==> config.mk <==
export PLATFORM = sky130hd
export DESIGN_NAME = mission_status_registers
export DESIGN_NICKNAME = d
export VERILOG_FILES = /design/src/verilog/mission_status_pkg.sv /design/src/verilog/alarm_compare.sv /design/src/verilog/start_delay_counter.sv /design/src/verilog/mission_status_registers.sv
export VERILOG_INCLUDE_DIRS = /design/src /design/src/verilog
export SDC_FILE = /design/constraint.sdc
export NUM_CORES = 1
export LEC_CHECK = 0
export BUFFER_PORTS_ARGS = -buffer_cell sky130_fd_sc_hd__buf_2
export CORE_MARGIN = 5
export CORE_UTILIZATION = 51
export CTS_CLUSTER_DIAMETER = 30
export DETAILED_ROUTE_END_ITERATION = 10
export GPL_TIMING_DRIVEN = 0
export PLACE_DENSITY = 0.8
export SETUP_SLACK_MARGIN = 0.1
export SKIP_CTS_REPAIR_TIMING = 1
export SLEW_MARGIN = 25
export SYNTH_ARGS = -nofsm -noshare
export SYNTH_HDL_FRONTEND = slang
export SYNTH_SLANG_ARGS = --single-unit
==> constraint.sdc <==
create_clock -name clk -period 3.15 [get_ports clk]
set_clock_uncertainty 0.15 [all_clocks]
set_input_delay 0.1575 -clock clk [delete_from_list [all_inputs] [get_ports clk]]
set_output_delay 0.1575 -clock clk [all_outputs]
set_load 0.02 [all_outputs]
==> src/verilog/mission_status_consts.svh <==
// Constants of the mission status register bank
// Assumes inclusion by bare name from each design file that uses its macros
`ifndef MISSION_STATUS_CONSTS_SVH
`define MISSION_STATUS_CONSTS_SVH
`define ADDR_ALARM_FLAGS    10'h214
`define ADDR_GENERAL_STATUS 10'h215
`define ADDR_DELAY_LOW      10'h216
`define ADDR_DELAY_MID      10'h217
`define ADDR_DELAY_HIGH     10'h218
`define ADDR_STAMP_SECONDS  10'h219
`define ADDR_STAMP_MINUTES  10'h21a
`define ADDR_STAMP_HOURS    10'h21b
`define ADDR_STAMP_DATE     10'h21c
`define ADDR_STAMP_MONTH    10'h21d
`define ADDR_STAMP_YEAR     10'h21e
`define ALARM_FIXED_MASK    8'h7C
`define ALARM_FIXED_VALUE   8'h70
`define STATUS_FIXED_MASK   8'hE5
`define STATUS_FIXED_VALUE  8'hC0
`define BIT_LOW_ALARM       0
`define BIT_HIGH_ALARM      1
`define BIT_POWER_LOSS      7
`define BIT_MISSION_ACTIVE  1
`define BIT_MEMORY_CLEARED  3
`define BIT_AWAITING_ALARM  4
`define BIT_TWELVE_HOUR     6
`define BIT_AM_PM           5
`define BIT_CENTURY         7
`define MASK_SECONDS        8'h7F
`define MASK_MINUTES        8'h7F
`define MASK_HOURS          8'h7F
`define MASK_DATE           8'h3F
`define MASK_MONTH          8'h9F
`define MASK_YEAR           8'hFF
`define RESET_POWER_LOSS    1'b1
`define RESET_DELAY         24'h00_0000
`define DELAY_MAX           24'hFF_FFFF
`endif

==> src/verilog/mission_status_pkg.sv <==
// Types shared by the mission status register bank
// Assumes the constants header supplies every address, mask and bit number
`default_nettype none
package mission_status_pkg;
    typedef enum logic [1:0] {
        IDLE       = 2'b00,
        DELAY      = 2'b01,
        WAIT_ALARM = 2'b10,
        LOGGING    = 2'b11
    } mode_type;
    typedef struct packed {
        logic [7:0] seconds;
        logic [7:0] minutes;
        logic [7:0] hours;
        logic [7:0] date;
        logic [7:0] month;
        logic [7:0] year;
    } stamp_type;
    typedef struct packed {
        logic [23:0] count;
    } delay_state_type;
    typedef struct packed {
        mode_type    mode;
        logic        lowAlarm;
        logic        highAlarm;
        logic        powerLoss;
        logic        missionActive;
        logic        memoryCleared;
        logic        awaitingAlarm;
        logic        alarmMode;
        logic        firstDone;
        stamp_type   stamp;
        logic [23:0] sampleCount;
        logic [7:0]  readData;
        logic        readValid;
        logic        convRequest;
        logic        testConversion;
        logic        startRefused;
    } status_state_type;
endpackage : mission_status_pkg
`default_nettype wire

==> src/verilog/alarm_compare.sv <==
// Threshold comparator for one temperature reading
// Assumes temperature and thresholds share one monotonic code
`timescale 1ns/10ps
`default_nettype none
module alarm_compare (
    // Reading and thresholds
    input  wire logic [7:0] temperature,
    input  wire logic [7:0] lowThreshold,
    input  wire logic [7:0] highThreshold,
    // Results
    output logic            isLow,
    output logic            isHigh
);
    always_comb
    begin
        isLow  = temperature <= lowThreshold;
        isHigh = temperature >= highThreshold;
    end
endmodule : alarm_compare
`default_nettype wire

==> src/verilog/start_delay_counter.sv <==
// Mission start delay store and down counter
// Assumes writes come only while no mission runs
`timescale 1ns/10ps
`default_nettype none
`include "mission_status_consts.svh"
module start_delay_counter (
    // Clock and reset
    input  wire logic        clk,
    input  wire logic        reset,
    input  wire logic        ce,
    // Byte writes and countdown
    input  wire logic        writeEn,
    input  wire logic [1:0]  byteSel,
    input  wire logic [7:0]  writeData,
    input  wire logic        decrement,
    // Value
    output logic [23:0]      value,
    output logic             isZero
);
    mission_status_pkg::delay_state_type s_q;
    mission_status_pkg::delay_state_type s_d;

    always_comb
    begin
        s_d = s_q;
        if (writeEn)
        begin
            // Lowest address holds the low byte
            case (byteSel)
                2'h0:    s_d.count[7:0]   = writeData;
                2'h1:    s_d.count[15:8]  = writeData;
                2'h2:    s_d.count[23:16] = writeData;
                default: s_d.count        = s_q.count;
            endcase
        end
        else if (decrement && s_q.count != 24'h00_0000)
        begin
            s_d.count = s_q.count - 24'h00_0001;
        end
    end

    always_ff @(posedge clk or posedge reset)
    begin
        if (reset)
            s_q <= '{count: `RESET_DELAY};
        else if (ce)
            s_q <= s_d;
    end

    assign value  = s_q.count;
    assign isZero = s_q.count == 24'h00_0000;
endmodule : start_delay_counter
`default_nettype wire

==> src/verilog/mission_status_registers.sv <==
// Mission status registers: alarm flags, general status, start delay, stamp
// Assumes commands and conversions arrive as one-cycle strobes from the
// command decoder; reset is the battery power-on reset
`timescale 1ns/10ps
`default_nettype none
`include "mission_status_consts.svh"
module mission_status_registers (
    // Clock and reset
    input  wire logic                          clk,
    input  wire logic                          reset,
    input  wire logic                          ce,
    // Register port
    input  wire logic [9:0]                    address,
    input  wire logic                          readStrobe,
    input  wire logic                          writeStrobe,
    input  wire logic [7:0]                    writeData,
    output logic [7:0]                         readData_q,
    output logic                               readValid_q,
    // Mission commands
    input  wire logic                          clearMemory,
    input  wire logic                          startMission,
    input  wire logic                          stopMission,
    input  wire logic                          missionComplete,
    input  wire logic                          startOnAlarm,
    output logic                               startRefused_q,
    // Conversions
    input  wire logic                          sampleTick,
    input  wire logic                          minuteTick,
    input  wire logic                          conversionDone,
    input  wire logic                          conversionForced,
    input  wire logic [7:0]                    temperature,
    input  wire logic [7:0]                    lowThreshold,
    input  wire logic [7:0]                    highThreshold,
    output logic                               conversionRequest_q,
    output logic                               testConversion_q,
    // Calendar and mission state
    input  wire mission_status_pkg::stamp_type calendar,
    output logic                               missionActive_q,
    output logic [23:0]                        missionSampleCount_q
);
    mission_status_pkg::status_state_type s_q;
    mission_status_pkg::status_state_type s_d;

    logic        isLow;
    logic        isHigh;
    logic [23:0] delayValue;
    logic        delayZero;
    logic        delayWrite;
    logic        delayDecrement;
    logic [1:0]  delaySel;
    logic        clearOk;
    logic        startOk;
    logic        stopNow;
    logic        flagConv;
    logic        setLow;
    logic        setHigh;
    logic        alarmEvent;

    function automatic logic inRange(input logic [9:0] a,
                                     input logic [9:0] lo,
                                     input logic [9:0] hi);
        inRange = (a >= lo) && (a <= hi);
    endfunction : inRange

    function automatic mission_status_pkg::stamp_type maskStamp(
        input mission_status_pkg::stamp_type c);
        mission_status_pkg::stamp_type m;
        m.seconds = c.seconds & `MASK_SECONDS;
        m.minutes = c.minutes & `MASK_MINUTES;
        m.hours   = c.hours & `MASK_HOURS;
        m.date    = c.date & `MASK_DATE;
        m.month   = c.month & `MASK_MONTH;
        m.year    = c.year & `MASK_YEAR;
        maskStamp = m;
    endfunction : maskStamp

    function automatic logic [7:0] readMux(
        input logic [9:0]                        a,
        input mission_status_pkg::status_state_type st,
        input logic [23:0]                       dly);
        logic [7:0] r;
        r = 8'h00;
        case (a)
            `ADDR_ALARM_FLAGS:
            begin
                r = `ALARM_FIXED_VALUE;
                r[`BIT_LOW_ALARM]  = st.lowAlarm;
                r[`BIT_HIGH_ALARM] = st.highAlarm;
                r[`BIT_POWER_LOSS] = st.powerLoss;
            end
            `ADDR_GENERAL_STATUS:
            begin
                r = `STATUS_FIXED_VALUE;
                r[`BIT_MISSION_ACTIVE] = st.missionActive;
                r[`BIT_MEMORY_CLEARED] = st.memoryCleared;
                r[`BIT_AWAITING_ALARM] = st.awaitingAlarm;
            end
            `ADDR_DELAY_LOW:     r = dly[7:0];
            `ADDR_DELAY_MID:     r = dly[15:8];
            `ADDR_DELAY_HIGH:    r = dly[23:16];
            `ADDR_STAMP_SECONDS: r = st.stamp.seconds;
            `ADDR_STAMP_MINUTES: r = st.stamp.minutes;
            `ADDR_STAMP_HOURS:   r = st.stamp.hours;
            `ADDR_STAMP_DATE:    r = st.stamp.date;
            `ADDR_STAMP_MONTH:   r = st.stamp.month;
            `ADDR_STAMP_YEAR:    r = st.stamp.year;
            default: r = 8'h00;
        endcase
        readMux = r;
    endfunction : readMux

    alarm_compare compare (
        .temperature   (temperature),
        .lowThreshold  (lowThreshold),
        .highThreshold (highThreshold),
        .isLow         (isLow),
        .isHigh        (isHigh)
    );

    start_delay_counter delay (
        .clk       (clk),
        .reset     (reset),
        .ce        (ce),
        .writeEn   (delayWrite),
        .byteSel   (delaySel),
        .writeData (writeData),
        .decrement (delayDecrement),
        .value     (delayValue),
        .isZero    (delayZero)
    );

    always_comb
    begin
        // Delay bytes lock for the whole mission, delay phase included
        delayWrite = writeStrobe && !s_q.missionActive
                     && inRange(address, `ADDR_DELAY_LOW, `ADDR_DELAY_HIGH);
        delaySel = 2'(address - `ADDR_DELAY_LOW);
        delayDecrement = (s_q.mode == mission_status_pkg::DELAY)
                         && minuteTick;
        // Clear memory during a mission would wipe live data, so it is ignored
        clearOk = clearMemory && !s_q.missionActive;
        startOk = startMission && !s_q.missionActive && s_q.memoryCleared;
        stopNow = (stopMission || missionComplete) && s_q.missionActive;
        // No conversions run while the delay counts down
        flagConv = conversionDone
                   && ((s_q.mode == mission_status_pkg::WAIT_ALARM)
                       || (s_q.mode == mission_status_pkg::LOGGING)
                       || (!s_q.missionActive && conversionForced));
        setLow = flagConv && isLow;
        setHigh = flagConv && isHigh;
        alarmEvent = setLow || setHigh;
    end

    always_comb
    begin
        s_d = s_q;
        s_d.readValid = 1'b0;
        s_d.convRequest = 1'b0;
        s_d.testConversion = 1'b0;
        s_d.startRefused = 1'b0;
        if (readStrobe)
        begin
            s_d.readData = readMux(address, s_q, delayValue);
            s_d.readValid = 1'b1;
        end
        // A set in the same cycle as a clear wins
        s_d.lowAlarm = setLow || (s_q.lowAlarm && !clearOk);
        s_d.highAlarm = setHigh || (s_q.highAlarm && !clearOk);
        s_d.powerLoss = s_q.powerLoss && !clearOk;
        if (clearOk)
        begin
            s_d.memoryCleared = 1'b1;
            s_d.stamp = '0;
            s_d.sampleCount = 24'h00_0000;
        end
        if (startMission && !s_q.missionActive && !s_q.memoryCleared)
            s_d.startRefused = 1'b1;
        if (alarmEvent)
            s_d.awaitingAlarm = 1'b0;
        case (s_q.mode)
            mission_status_pkg::IDLE:
            begin
                if (startOk)
                begin
                    s_d.missionActive = 1'b1;
                    s_d.memoryCleared = 1'b0;
                    s_d.alarmMode = startOnAlarm;
                    s_d.firstDone = 1'b0;
                    if (startOnAlarm)
                        s_d.awaitingAlarm = 1'b1;
                    if (!delayZero)
                        s_d.mode = mission_status_pkg::DELAY;
                    else if (startOnAlarm)
                        s_d.mode = mission_status_pkg::WAIT_ALARM;
                    else
                        s_d.mode = mission_status_pkg::LOGGING;
                end
            end
            mission_status_pkg::DELAY:
            begin
                if (delayZero)
                begin
                    if (s_q.alarmMode)
                        s_d.mode = mission_status_pkg::WAIT_ALARM;
                    else
                        s_d.mode = mission_status_pkg::LOGGING;
                end
            end
            mission_status_pkg::WAIT_ALARM:
            begin
                if (sampleTick)
                begin
                    s_d.convRequest = 1'b1;
                    s_d.testConversion = 1'b1;
                end
                // The alarming test reading supplies the stamp but is not counted as a sample
                if (alarmEvent)
                begin
                    s_d.stamp = maskStamp(calendar);
                    s_d.firstDone = 1'b1;
                    s_d.mode = mission_status_pkg::LOGGING;
                end
            end
            mission_status_pkg::LOGGING:
            begin
                if (sampleTick)
                    s_d.convRequest = 1'b1;
                if (conversionDone)
                begin
                    s_d.sampleCount = s_q.sampleCount + 24'h00_0001;
                    if (!s_q.firstDone)
                    begin
                        s_d.stamp = maskStamp(calendar);
                        s_d.firstDone = 1'b1;
                    end
                end
            end
            default:
                s_d.mode = mission_status_pkg::IDLE;
        endcase
        if (stopNow)
        begin
            s_d.missionActive = 1'b0;
            s_d.mode = mission_status_pkg::IDLE;
        end
    end

    always_ff @(posedge clk or posedge reset)
    begin
        if (reset)
        begin
            s_q <= '0;
            s_q.powerLoss <= `RESET_POWER_LOSS;
        end
        else if (ce)
            s_q <= s_d;
    end

    assign readData_q           = s_q.readData;
    assign readValid_q          = s_q.readValid;
    assign startRefused_q       = s_q.startRefused;
    assign conversionRequest_q  = s_q.convRequest;
    assign testConversion_q     = s_q.testConversion;
    assign missionActive_q      = s_q.missionActive;
    assign missionSampleCount_q = s_q.sampleCount;
endmodule : mission_status_registers
`default_nettype wire

==> impl_metrics.csv <==
group,metric,value,unit
worst_setup_path,ff2ff_path_depth,10,
timing,slew_violations,0,
detailed_routing,wirelength,21100,µm
detailed_routing,num_vias,7054,
detailed_routing,vias_per_cell,6.01,
place,hpwl,14900,µm
detailed_routing,drcViolationCount,0,
cts,cts_sinks,118,
worst_setup_path,cp_common_cell,"buf_2",
timing,setup_tns,0,ns
worst_setup_path,cp.depth,10,
worst_setup_path,path_cells,"ha_1, nor2_2, o21ai_0, nand2_1, o21ba_2, or2_1, a31o_2, buf_2, buf_2, a22o_1",
power,p_total,0.00541,W
detailed_routing,drtPass1Iterations,5,
final_layout,drive_gt1_share,26.0,%
final_layout,fin_nets,1106,
worst_setup_path,path_buf_inv,2,
logic_synthesis,synth_edf_count,0,
timing,setup_viol,0,
timing,max_freq,352,MHz
final_layout,layout_common_cells,"buf_2, dfrtp_1, o21ai_0",
global_route,antenna_found_initial,0,
global_route,grt_pass1_vias,6381,
final_layout,fin_util,67.2,%
worst_setup_path,reg2reg_slack,0.31,ns
final_layout,area_growth,29.7,%
flow_run,cap_violations,0,
detailed_routing,ant_nets,0,
floorplanning,die-area,0.0165,mm²
final_layout,finalInstanceArea,0.00926,mm²
worst_setup_path,start_kind,"flop",
logic_synthesis,synth_cell_types,72,
worst_setup_path,required,3.31,ns
final_layout,layout_commonest_cell,"buf_2",
floorplanning,boundaryPins,141,
logic_synthesis,synth_top_area_share,41.0,%
logic_synthesis,synth_seq_area_share,41.4,%
detailed_routing,first_iter_violations,703,
worst_setup_path,worstSetupEndpointType,"flop",
worst_setup_path,max_stage_delay,0.43,ns
power,ir_worst_vdd,0.000361,V
global_route,grt_max_degree,34,
detailed_routing,avgRoutedWirePerCell,18.0,µm
floorplanning,initial_utilization,51.8,%
outcome,outcome,"complete, no violations",
floorplanning,die_h,128,µm
worst_setup_path,worstSetupPathType,"flop to flop",
logic_synthesis,yosysWarningCount,0,
final_layout,fin_cells,1173,
place,io_buffer_count,131,
logic_synthesis,synth_top_area_cell,"dfrtp_1",
place,place_congestion,0.930,
place,place_inst,1087,
timing,relSlewSlack,52.3,%
global_route,grt_pass1_wl,32300,µm
logic_synthesis,syn_area_per_cell,9.24,µm²
worst_hold_path,hold_class,"input port to flop",
logic_synthesis,synth.net_count,899,
worst_setup_path,endpoint,"s_q[41]",
power,powerDensity,584,mW/mm²
worst_setup_path,cp.arrival,3.00,ns
logic_synthesis,syn_area,0.00713,mm²
logic_synthesis,synth_area_leaders,"dfrtp_1, a22o_1, o21ai_0",
global_route,grt_usage,24.7,%
worst_setup_path,cp_slowest_cell,"dfrtp_1",
place,place_area,0.00811,mm²
cts,cts_buffers,17,
timing,worst_pin_slew,0.714,ns
cts,cts_buffer_depth,2,
cts,cts_tree,"built",
logic_synthesis,ys_seq_elements,118,
cts,clk_latency,0.43,ns
power,p_leak,4.43,nW
cts,cts-htree-levels,4,
floorplanning,coreArea,0.0138,mm²
worst_setup_path,crit_path_start,"s_q[92]",
floorplanning,die_w,128,µm
worst_setup_path,cp_top_family,"compound AO/OA/AOI/OAI gates",
timing,finalHoldViolCount,0,
worst_setup_path,r2r_start,"s_q[92]",
timing,rsz0062_at_grt,"false",
cts,clk_pin_slew,0.06,ns
global_route,overflow,0,
cts,root_buffer,"clkbuf_16",
worst_setup_path,regToRegEndpoint,"s_q[41]",
logic_synthesis,netlist_instances,772,
worst_setup_path,worstPathMaxFanout,10,
timing,finalCritPeriodShare,90.3,%
floorplanning,rows,43,
logic_synthesis,async_flop_share,100,%
timing,fin_crit,2.84,ns
logic_synthesis,ys.flop_type,"dfrtp_1",
==> synth_stat cells, types with 14 or more instances <==
cell type / count
a22o_1: 55
nand4_1: 14
ha_1: 23
o21ai_0: 69
clkbuf_1: 28
nor2_1: 43
nand3_1: 23
dfrtp_1: 117
buf_4: 33
a21oi_1: 68
nand2_1: 60
inv_1: 37
==> power by group <==
| group | internal (W) | total [W] | switching, W |
|---|---|---|---|
| logic | 0.000634 | 0.00141 | 0.000778 |
| clock network | 0.00123 | 0.00194 | 0.000715 |
| registers | 0.00178 | 0.00205 | 0.000271 |
==> worst register-to-register path, cell delays in order (launching register included) <==
cell and delay [ns]:
dfrtp_1 0.43, ha_1 0.33, nor2_2 0.16, o21ai_0 0.10
nand2_1 0.11, o21ba_2 0.20, or2_1 0.27, a31o_2 0.30
buf_2 0.21, buf_2 0.21, a22o_1 0.26
==> sequential cells by signal, indices dropped and copies added (netlist names) <==
signal,flops
testConversion_q,1
readData_q,8
missionActive_q,1
conversionRequest_q,1
startRefused_q,1
missionSampleCount_q,24
s_q,57
delay.value,24
readValid_q,1
==> worst min path at each step <==
stage | startpoint | end | depth (start not counted)
5_1_grt | stopMission | missionActive_q | 3
3_3_place_gp | calendar[33] | s_q[69] | 2
3_5_place_dp | reset | missionSampleCount_q[15] | 2
4_1_cts | reset | missionSampleCount_q[15] | 2
6_report | stopMission | missionActive_q | 3
2_1_floorplan | readStrobe | readData_q[4] | 1
==> through the flow <==
step	setup WS [ns]	hold WS [ns]
global placement	0.0988	0.232
global route	0.0829	0.0375
CTS	0.0824	-0.384
detailed placement	0.0866	0.0684
floorplan	0.578	0.138
finish	0.307	0.0319
==> layer usage <==
metal  global-route usage (%)  part of all wire (%)  up-vias
met2                     39.3                    48      381
met1                     32.8                    41     3364
met5                        0                     0        -
li1                         -                     -     3256
met4                     9.86                   2.8        0
met3                     5.58                   8.8       53
==> final cells by class <==
| class | count | area, µm² |
|---|---|---|
| Timing Repair Buffer | 189 | 1290 |
| Fill cell | 1081 | 4520 |
| Inverter | 37 | 143 |
| Tap cell | 180 | 225 |
| Multi-Input combinational cell | 539 | 3600 |
| Clock buffer | 22 | 474 |
| Clock inverter | 10 | 121 |
| Sequential cell | 118 | 2950 |
| Buffer | 77 | 452 |
| Antenna cell | 1 | 2.50 |
==> kinds of logic after synthesis <==
kind of cell               share of synthesized area, %
AOI/OAI and AO/OA                                  26.2
adders and majority gates                          4.03
DFF                                                41.4
and+or+nand+nor                                    16.1
buffers and inverters                              8.31
muxes                                              3.98
No activity file was read; power rests on OpenSTA's default activity.
